**src/common/sgat_pkg.sv**
```systemverilog
// Constants and types for the servo gain auto-tune controller
package sgat_pkg;
  localparam logic [15:0] SGAT_IDX_START    = 16'h2D50;
  localparam logic [15:0] SGAT_IDX_PROGRESS = 16'h2D51;
  localparam logic [15:0] SGAT_IDX_ABORT    = 16'h2D52;
  localparam logic [15:0] SGAT_IDX_RESTORE  = 16'h2D53;
  localparam logic [15:0] SGAT_IDX_RESULT   = 16'h2D54;
  localparam logic [7:0]  SGAT_START_RST    = 8'h00;
  localparam logic [7:0]  SGAT_MODE_BASIC   = 8'h01;
  localparam logic [7:0]  SGAT_MODE_HIGH    = 8'h02;
  localparam logic [7:0]  SGAT_MODE_LOW     = 8'h03;
  localparam logic [7:0]  SGAT_PROG_RST     = 8'h00;
  localparam logic [7:0]  SGAT_PROG_DONE    = 8'h64;
  localparam logic [15:0] SGAT_ABORT_KEY    = 16'h1EA5;
  localparam logic [15:0] SGAT_RESTORE_INIT = 16'h0000;
  localparam logic [15:0] SGAT_RESTORE_PREV = 16'h0001;
  localparam logic [15:0] SGAT_RES_OK       = 16'h0000;
  localparam logic [15:0] SGAT_RES_CANCEL   = 16'hC000;
  localparam logic [15:0] SGAT_RES_OVERSH   = 16'hC001;
  localparam logic [15:0] SGAT_RES_SRVOFF   = 16'hC002;
  localparam logic [15:0] SGAT_RES_CTLMODE  = 16'hC003;
  localparam logic [15:0] SGAT_RES_TIMEOUT  = 16'hC004;
  localparam logic [15:0] SGAT_RES_INERTIA  = 16'hC005;
  localparam logic [15:0] SGAT_RES_DISABLED = 16'hC00F;
  // Gain adjust select encodings
  localparam logic [1:0]  SGAT_GAIN_AUTO1   = 2'h1;
  localparam logic [1:0]  SGAT_GAIN_AUTO2   = 2'h2;
  localparam logic [1:0]  SGAT_GAIN_MANUAL  = 2'h3;
  localparam logic [15:0] SGAT_GAIN_INIT    = 16'h0000;
  localparam int          SGAT_CLK_HZ       = 50000000;
  localparam int          SGAT_CYCLE_MAX_S  = 30;
  localparam int          SGAT_SAVE_MIN     = 60;
  localparam longint      SGAT_CYCLE_CYC    =
    longint'(SGAT_CYCLE_MAX_S) * SGAT_CLK_HZ;
  localparam longint      SGAT_SAVE_CYC     =
    longint'(SGAT_SAVE_MIN) * 60 * SGAT_CLK_HZ;
  typedef enum logic [2:0] {
    SGAT_IDLE = 3'h1,
    SGAT_RUN  = 3'h2,
    SGAT_DONE = 3'h4
  } sgat_state_t;
endpackage

```
**src/hw/sgat_ctrl.sv**
```systemverilog
// Servo gain auto-tune controller: object access, one-shot run, auto tune
`timescale 1ns/1ps
module sgat_ctrl
  import sgat_pkg::*;
#(
  parameter longint CYCLE_LIMIT = SGAT_CYCLE_CYC,
  parameter longint SAVE_PERIOD = SGAT_SAVE_CYC
) (
  input  wire logic        sys_clk,
  input  wire logic        rst_n,
  input  wire logic        obj_wr,
  input  wire logic [15:0] obj_index,
  input  wire logic [15:0] obj_wdata,
  output logic      [15:0] obj_rdata,
  input  wire logic        motor_accel,
  input  wire logic        torque_mode,
  input  wire logic        servo_on,
  input  wire logic        alarm,
  input  wire logic        tune_enable,
  input  wire logic        tune_step,
  input  wire logic        cycle_tick,
  input  wire logic [6:0]  tune_progress,
  input  wire logic        tune_finish,
  input  wire logic [15:0] tune_status,
  input  wire logic [15:0] tuned_gain,
  input  wire logic [15:0] inertia_estimate,
  input  wire logic [15:0] nvm_gain,
  input  wire logic [15:0] nvm_inertia,
  input  wire logic [1:0]  gain_adjust_select_param,
  input  wire logic [4:0]  response_level_param,
  output logic [15:0]      inertia_ratio_param,
  output logic [15:0]      model_loop_gain_param,
  output logic [15:0]      gain_table_index,
  input  wire logic [15:0] table_gain,
  output logic [1:0]       tune_mode,
  output logic             tune_run,
  output logic             nvm_save
);
  sgat_state_t state_r;
  logic [7:0]  start_r;
  logic [7:0]  prog_r;
  logic [15:0] result_r;
  logic [15:0] prev_gain_r;
  logic [31:0] cyc_cnt_r;
  logic [39:0] save_cnt_r;
  logic [1:0]  sel_r;
  logic [1:0]  sel_s1_r;
  logic [1:0]  sel_s2_r;
  logic        booted_r;
  logic        wr_start;
  logic        wr_abort;
  logic        wr_restore;
  logic        restore_ok;
  logic        kill;

  // Object decode
  always_comb begin
    wr_start   = 1'b0;
    wr_abort   = 1'b0;
    wr_restore = 1'b0;
    if (obj_wr && obj_index == SGAT_IDX_START) begin
      wr_start = 1'b1;
    end else if (obj_wr && obj_index == SGAT_IDX_ABORT) begin
      wr_abort = 1'b1;
    end else if (obj_wr && obj_index == SGAT_IDX_RESTORE) begin
      wr_restore = 1'b1;
    end
  end

  // Registered read data, one clock behind the index
  always_ff @(posedge sys_clk) begin
    if (!rst_n) begin
      obj_rdata <= 16'h0000;
    end else if (obj_index == SGAT_IDX_START) begin
      obj_rdata <= {8'h00, start_r};
    end else if (obj_index == SGAT_IDX_PROGRESS) begin
      obj_rdata <= {8'h00, prog_r};
    end else if (obj_index == SGAT_IDX_RESULT) begin
      obj_rdata <= result_r;
    end else begin
      obj_rdata <= 16'h0000;
    end
  end

  assign restore_ok = wr_restore && state_r != SGAT_RUN &&
    (obj_wdata == SGAT_RESTORE_INIT || obj_wdata == SGAT_RESTORE_PREV);
  assign kill = (wr_abort && obj_wdata == SGAT_ABORT_KEY) || alarm ||
    cyc_cnt_r >= 32'(CYCLE_LIMIT);

  always_ff @(posedge sys_clk) begin
    if (!rst_n) begin
      state_r  <= SGAT_IDLE;
      start_r  <= SGAT_START_RST;
      prog_r   <= SGAT_PROG_RST;
      result_r <= SGAT_RES_OK;
    end else begin
      case (state_r)
        SGAT_IDLE: begin
          if (wr_start && obj_wdata >= 16'(SGAT_MODE_BASIC) &&
              obj_wdata <= 16'(SGAT_MODE_LOW)) begin
            prog_r <= SGAT_PROG_DONE;
            if (!tune_enable) begin
              result_r <= SGAT_RES_DISABLED;
            end else if (torque_mode) begin
              result_r <= SGAT_RES_CTLMODE;
            end else if (!servo_on) begin
              result_r <= SGAT_RES_SRVOFF;
            end else begin
              start_r  <= obj_wdata[7:0];
              prog_r   <= SGAT_PROG_RST;
              result_r <= SGAT_RES_OK;
              state_r  <= SGAT_RUN;
            end
          end
        end
        SGAT_RUN: begin
          prog_r <= {1'b0, tune_progress};
          if (kill) begin
            if (alarm || (wr_abort && obj_wdata == SGAT_ABORT_KEY)) begin
              result_r <= SGAT_RES_CANCEL;
            end else begin
              result_r <= SGAT_RES_TIMEOUT;
            end
            state_r <= SGAT_DONE;
          end else if (tune_finish) begin
            result_r <= tune_status;
            state_r  <= SGAT_DONE;
          end
        end
        SGAT_DONE: begin
          start_r <= SGAT_START_RST;
          prog_r  <= SGAT_PROG_DONE;
          state_r <= SGAT_IDLE;
        end
        default: state_r <= SGAT_IDLE;
      endcase
    end
  end

  always_ff @(posedge sys_clk) begin
    if (!rst_n || state_r != SGAT_RUN || cycle_tick) begin
      cyc_cnt_r <= 32'h00000000;
    end else begin
      cyc_cnt_r <= cyc_cnt_r + 32'h00000001;
    end
  end

  // Mode select sampled three times, it comes from the parameter store
  always_ff @(posedge sys_clk) begin
    if (!rst_n) begin
      sel_s1_r <= SGAT_GAIN_AUTO1;
      sel_s2_r <= SGAT_GAIN_AUTO1;
      sel_r    <= SGAT_GAIN_AUTO1;
    end else begin
      sel_s1_r <= gain_adjust_select_param;
      sel_s2_r <= sel_s1_r;
      sel_r    <= sel_s2_r;
    end
  end

  always_ff @(posedge sys_clk) begin
    if (!rst_n || save_cnt_r >= 40'(SAVE_PERIOD - 1)) begin
      save_cnt_r <= 40'h0000000000;
    end else begin
      save_cnt_r <= save_cnt_r + 40'h0000000001;
    end
  end

  // Parameter set; gains in one register kept simple on purpose
  always_ff @(posedge sys_clk) begin
    if (!rst_n) begin
      booted_r              <= 1'b0;
      inertia_ratio_param   <= SGAT_GAIN_INIT;
      model_loop_gain_param <= SGAT_GAIN_INIT;
      prev_gain_r           <= SGAT_GAIN_INIT;
    end else if (!booted_r) begin
      booted_r              <= 1'b1;
      inertia_ratio_param   <= nvm_inertia;
      model_loop_gain_param <= nvm_gain;
    end else if (restore_ok) begin
      if (obj_wdata == SGAT_RESTORE_INIT) begin
        model_loop_gain_param <= SGAT_GAIN_INIT;
      end else begin
        model_loop_gain_param <= prev_gain_r;
      end
    end else if (state_r == SGAT_IDLE && wr_start &&
                 tune_enable && !torque_mode && servo_on &&
                 obj_wdata >= 16'(SGAT_MODE_BASIC) &&
                 obj_wdata <= 16'(SGAT_MODE_LOW)) begin
      prev_gain_r <= model_loop_gain_param;
    end else if (state_r == SGAT_RUN && !kill && tune_finish &&
                 tune_status == SGAT_RES_OK) begin
      model_loop_gain_param <= tuned_gain;
    end else if (state_r == SGAT_IDLE && sel_r != SGAT_GAIN_MANUAL &&
                 tune_step) begin
      if (sel_r == SGAT_GAIN_AUTO1 && motor_accel) begin
        inertia_ratio_param <= inertia_estimate;
      end
      model_loop_gain_param <= table_gain;
    end
  end

  // Table index from inertia and response level
  // Registered, so table data lags an inertia change by a clock
  always_ff @(posedge sys_clk) begin
    if (!rst_n) begin
      gain_table_index <= 16'h0000;
    end else begin
      gain_table_index <= {inertia_ratio_param[10:0], response_level_param};
    end
  end
  assign tune_mode = start_r[1:0];
  assign tune_run  = state_r == SGAT_RUN;

  always_ff @(posedge sys_clk) begin
    if (!rst_n) begin
      nvm_save <= 1'b0;
    end else begin
      nvm_save <= restore_ok || save_cnt_r >= 40'(SAVE_PERIOD - 1) ||
        (sel_r != SGAT_GAIN_MANUAL && sel_s2_r == SGAT_GAIN_MANUAL);
    end
  end

  property p_done_clear;
    @(posedge sys_clk) disable iff (!rst_n)
      state_r == SGAT_DONE |=> start_r == SGAT_START_RST &&
        prog_r == SGAT_PROG_DONE;
  endproperty
  a_done_clear: assert property (p_done_clear)
    else $error("start object not cleared after run");

  property p_abort;
    @(posedge sys_clk) disable iff (!rst_n)
      state_r == SGAT_RUN && wr_abort && obj_wdata == SGAT_ABORT_KEY
      |=> state_r == SGAT_DONE ##1 result_r == SGAT_RES_CANCEL;
  endproperty
  a_abort: assert property (p_abort)
    else $error("abort key did not stop run");

  property p_torque;
    @(posedge sys_clk) disable iff (!rst_n)
      state_r == SGAT_IDLE && wr_start && tune_enable && torque_mode &&
      obj_wdata >= 16'(SGAT_MODE_BASIC) &&
      obj_wdata <= 16'(SGAT_MODE_LOW)
      |=> state_r == SGAT_IDLE && result_r == SGAT_RES_CTLMODE;
  endproperty
  a_torque: assert property (p_torque)
    else $error("torque mode start not refused");

  property p_alarm;
    @(posedge sys_clk) disable iff (!rst_n)
      state_r == SGAT_RUN && alarm |=> state_r == SGAT_DONE;
  endproperty
  a_alarm: assert property (p_alarm)
    else $error("alarm did not end run");

  property p_save_restore;
    @(posedge sys_clk) disable iff (!rst_n)
      restore_ok |=> nvm_save;
  endproperty
  a_save_restore: assert property (p_save_restore)
    else $error("restore not saved");

  property p_start;
    @(posedge sys_clk) disable iff (!rst_n)
      state_r == SGAT_IDLE && wr_start && tune_enable && !torque_mode &&
      servo_on && obj_wdata == 16'(SGAT_MODE_LOW)
      |=> tune_run && start_r == SGAT_MODE_LOW;
  endproperty
  a_start: assert property (p_start)
    else $error("valid start did not launch run");

  property p_no_restart;
    @(posedge sys_clk) disable iff (!rst_n)
      state_r == SGAT_RUN && !kill && !tune_finish |=> $stable(start_r);
  endproperty
  a_no_restart: assert property (p_no_restart)
    else $error("start changed during run");

  property p_finish_gain;
    @(posedge sys_clk) disable iff (!rst_n)
      state_r == SGAT_RUN && !kill && tune_finish && !restore_ok &&
      tune_status == SGAT_RES_OK && booted_r
      |=> model_loop_gain_param == $past(tuned_gain);
  endproperty
  a_finish_gain: assert property (p_finish_gain)
    else $error("tuned gain not committed");

  property p_prog_done;
    @(posedge sys_clk) disable iff (!rst_n)
      state_r == SGAT_DONE |=> ##1 prog_r == SGAT_PROG_DONE ||
        state_r == SGAT_RUN;
  endproperty
  a_prog_done: assert property (p_prog_done)
    else $error("progress not 100 at end");

  property p_refuse_code;
    @(posedge sys_clk) disable iff (!rst_n)
      state_r == SGAT_IDLE && wr_start && !tune_enable &&
      obj_wdata == 16'(SGAT_MODE_BASIC)
      |=> state_r == SGAT_IDLE && result_r == SGAT_RES_DISABLED;
  endproperty
  a_refuse_code: assert property (p_refuse_code)
    else $error("disabled start not refused");

  property p_timeout;
    @(posedge sys_clk) disable iff (!rst_n)
      state_r == SGAT_RUN && !alarm && !wr_abort &&
      cyc_cnt_r >= 32'(CYCLE_LIMIT)
      |=> state_r == SGAT_DONE && result_r == SGAT_RES_TIMEOUT;
  endproperty
  a_timeout: assert property (p_timeout)
    else $error("stalled cycle did not time out");

  property p_bad_key;
    @(posedge sys_clk) disable iff (!rst_n)
      state_r == SGAT_RUN && wr_abort && obj_wdata != SGAT_ABORT_KEY &&
      !alarm && !tune_finish && cyc_cnt_r < 32'(CYCLE_LIMIT)
      |=> state_r == SGAT_RUN;
  endproperty
  a_bad_key: assert property (p_bad_key)
    else $error("wrong abort key stopped run");

  property p_restore_init;
    @(posedge sys_clk) disable iff (!rst_n)
      restore_ok && booted_r && obj_wdata == SGAT_RESTORE_INIT
      |=> model_loop_gain_param == SGAT_GAIN_INIT;
  endproperty
  a_restore_init: assert property (p_restore_init)
    else $error("restore did not reload initial gain");

  property p_auto2_hold;
    @(posedge sys_clk) disable iff (!rst_n)
      booted_r && sel_r != SGAT_GAIN_AUTO1 |=> $stable(inertia_ratio_param);
  endproperty
  a_auto2_hold: assert property (p_auto2_hold)
    else $error("inertia changed outside mode 1");

  property p_manual_save;
    @(posedge sys_clk) disable iff (!rst_n)
      sel_r == SGAT_GAIN_AUTO2 && sel_s2_r == SGAT_GAIN_MANUAL |=> nvm_save;
  endproperty
  a_manual_save: assert property (p_manual_save)
    else $error("mode change to manual not saved");
endmodule

```
**config.mk**
```make
export PLATFORM = sky130hd
export DESIGN_NAME = sgat_ctrl
export DESIGN_NICKNAME = d
export VERILOG_FILES = /design/src/common/sgat_pkg.sv /design/src/hw/sgat_ctrl.sv
export SDC_FILE = /design/constraint.sdc
export NUM_CORES = 1
export LEC_CHECK = 0
export ABC_AREA = 0
export BUFFER_PORTS_ARGS = -buffer_cell sky130_fd_sc_hd__buf_2
export CORE_MARGIN = 1
export CORE_UTILIZATION = 45
export CTS_BUF_LIST = sky130_fd_sc_hd__clkbuf_4 sky130_fd_sc_hd__clkbuf_8
export DETAILED_ROUTE_END_ITERATION = 12
export PLACE_DENSITY = 0.72
export SLEW_MARGIN = 0
export SYNTH_ARGS = -nofsm -noshare
export SYNTH_HDL_FRONTEND = slang
export SYNTH_SLANG_ARGS = --single-unit
```
**constraint.sdc**
```tcl
create_clock -name sys_clk -period 7.5 [get_ports sys_clk]
set_input_delay 1.125 -clock sys_clk [delete_from_list [all_inputs] [get_ports sys_clk]]
set_output_delay 1.125 -clock sys_clk [all_outputs]
set_load 0.05 [all_outputs]
```
==> impl_results.md <==
* Status: complete, no violations
* CP startpoint kind: input port
* Hold slack at 429.6 ps
* YS warnings at 0
* Netlist Area Pre-Place at 8763 sq um
* CP max stage delay at 620 ps
* Most frequent cells in the layout: buf_2, dfxtp_1, nor2_1
* Worst Path Arrival at 3750 ps
* Sink Count at 194
* CTS tree: done
* Clock latency at the later pin of the worst-skew pair at 470 ps
* Layout Skew at 22.28 ps
* Post-route core utilization at 55.09%
* Crit end category: flip-flop
* Synthesized instance count at 997
* Period utilization at 45.61%
* Peak VDD IR at 0.0001281 V
* Largest net degree at the start of global routing at 60
* H-tree levels at 4
* DRT iter0 DRCs at 452
* Worst Hold Class: flip-flop to flip-flop
* Cell Rows at 50
* Congestion Overflow GR at 0
* Cts bufs inserted at 17
* Setup CP Type: input port to flip-flop
* Core area at 18890 sq um
* Endpoints failing setup at 0
* Dpl hpwl at 16270 um
* Max Cap Viol at 0
* Lkg Pwr at 0.004056 uW
* Ys async rst share at 0%
* Post-synth top flop: dfxtp_1
* Detail Route Antenna Nets at 0
* Die Height at 141.6 um
* Hold buffers post-CTS at 0
* PortBufs at 220
* Part of the Yosys area used for sequential elements at 44.32%
* Worst-Margin Slew at 1076 ps
* RSZ-0062 raised after global routing: false
* I/O pin cnt at 221
* GR Util All Layers at 22.05%
* Layout cells sized above 1 at 24.98%
* Setup slack at placement at 3670 ps
* Synth cell types at 63
* Clock Path Buffers at 2
* Placement Cell Area at 10040 sq um
* DRC Markers at 0
* Worst slew margin at 28.18%
* Design Area, Final at 10410 sq um
* # diodes at 0
* DIE WIDTH at 141.6 um
* Final Hold Viols at 0
* Tmin final at 3421 ps
* WL/cell at 15.42 um
* Leading cell type in the layout, fill and taps excluded: buf_2
* Max Slew Vio Count at 0
* Vias in the first global route at 7092
* Vias per inst at 5.457
* Reg clk slew, reported paths at 110 ps
* CP Cell Sequence: buf_2 -> nor4_1 -> and4_1 -> nand3b_1 -> buf_4 -> nand3_1 -> o21ba_1 -> a31oi_1
* DRT Pass-1 Iters at 7
* Final net count at 1345
* First-pass GRT wire length at 35240 um
* Setup bufs post-CTS at 0
* PostCTS Resize Cnt at 0
* Initial Utilization at 46.38%
* Max Freq at 0.2923 GHz
* WP data required at 7830 ps
* Synth area leaders: dfxtp_1, nor2_1, nand3_1
* Die area at 20040 sq um
* Synth area leader: dfxtp_1
* Routability Congestion at 0.8765
* Setup TNS Final at 0 ps
* Fin worst setup slack at 4079 ps
* Number of synthesized flops with an enable pin at 0
* Routed vias at 7972
* Area share of the leading cell type in the synthesized netlist at 44.32%
* Worst Path Max Fanout at 35
* Avg Cell Area, Syn at 8.790 sq um
* Root Buffer: clkbuf_8
* Critical-path top delay cell: o21ba_1
* Antenna violations before repair at 0
* Pwr/cell area at 185.6 nW/um^2
* Routed wire length at 22530 um
* Area grow syn2layout at 18.77%
* Synth Register Bits at 194
## flip-flops by register name, summed over array words and instances, names as in the netlist, 8 cells and up
name and count:
save_cnt_r 40, start_r 8, model_loop_gain_param 16, result_r 16
obj_rdata 16, gain_table_index 16, prev_gain_r 16, cyc_cnt_r 32
inertia_ratio_param 16
## final timing paths
path                                         startpoint  slack, ps  depth (start not counted)                                     end
worst max-delay path                       obj_wdata[9]       4080                          8   model_loop_gain_param[4]$_SDFFE_PN0P_
worst min register to register   sel_s1_r[0]$_SDFF_PN1_        430                          1                  sel_s2_r[0]$_SDFF_PN1_
worst min-delay path             sel_s1_r[0]$_SDFF_PN1_        430                          1                  sel_s2_r[0]$_SDFF_PN1_
worst max register to register  state_r[2]$_SDFFE_PN0P_       4320                          7  model_loop_gain_param[14]$_SDFFE_PN0P_
## cell usage after synthesis (3+ instances only)
| cell | number |
|---|---|
| nand2b_1 | 7 |
| or3_1 | 3 |
| o21a_1 | 16 |
| and3_1 | 18 |
| nor4_1 | 26 |
| mux2_2 | 17 |
| or2_2 | 5 |
| a211oi_1 | 16 |
| inv_1 | 18 |
| xor2_1 | 33 |
| nor3b_1 | 3 |
| a21oi_1 | 34 |
| o21ai_0 | 17 |
| a2111oi_0 | 4 |
| mux2i_1 | 18 |
| nor3_1 | 23 |
| and4_1 | 12 |
| o311a_1 | 4 |
| xnor2_1 | 31 |
| o31ai_1 | 17 |
| nand3_1 | 67 |
| and2_1 | 31 |
| clkbuf_1 | 48 |
| ha_1 | 3 |
| a31o_2 | 3 |
| nor2_1 | 124 |
| a22oi_1 | 21 |
| a31oi_1 | 19 |
| nand2_1 | 65 |
| dfxtp_1 | 194 |
| a222oi_1 | 7 |
| nor4bb_1 | 3 |
| nand4_1 | 37 |
| nor2b_1 | 6 |
| buf_4 | 3 |
| buf_2 | 6 |
## kinds of logic (layout without fill, tap and decap cells)
kind of cell / after synthesis / in the layout / share of synthesized area (%)
and+or+nand+nor: 447 / 447 / 26.50
other: 1 / 2 / 0.04279
muxes: 36 / 36 / 4.369
DFF: 194 / 194 / 44.32
adders and majority gates: 3 / 3 / 0.4284
buffers and inverters: 77 / 280 / 3.683
AOI/OAI and AO/OA: 175 / 175 / 14.26
xor gates and xnor gates: 64 / 64 / 6.396
## per-stage QoR
step | total power, uW | cells
after floorplan | 1229 | 998
after global placement | 1316 | 1430
after detailed placement | 1319 | 1430
after CTS | 1954 | 1461
after global routing | 2009 | 1461
final | 1932 | 1461
## metal layers
metal  up-vias  track usage (%)  part of all wire [%]
met3        41            4.084                   5.9
met1      3668            28.37                    45
li1       3992                -                     -
met2       271            36.32                    47
met4         0            9.168                   2.4
met5         -                0                     0
## worst max-delay path, delay by kind of cell
family          cells  cell delay [ps]
buf+inv             2              350
compound gates      2              780
simple gates        4             1490
## final cells by class
type                       instances  area (sq um)
fill                            1800          8484
multi-input combinational        727          4579
tap                              260         325.3
clock inverter                    13         120.1
sequential                       194          3885
inverter                          18         67.56
timing repair buffer             231          1184
clock buffer                      18         247.7
## report_power, final
group          internal, uW  total [uW]  switching (uW)
Combinational          76.6         229             153
Clock                   249         637             387
Sequential             1050        1070            14.3
No activity file was read; power rests on OpenSTA's default activity.
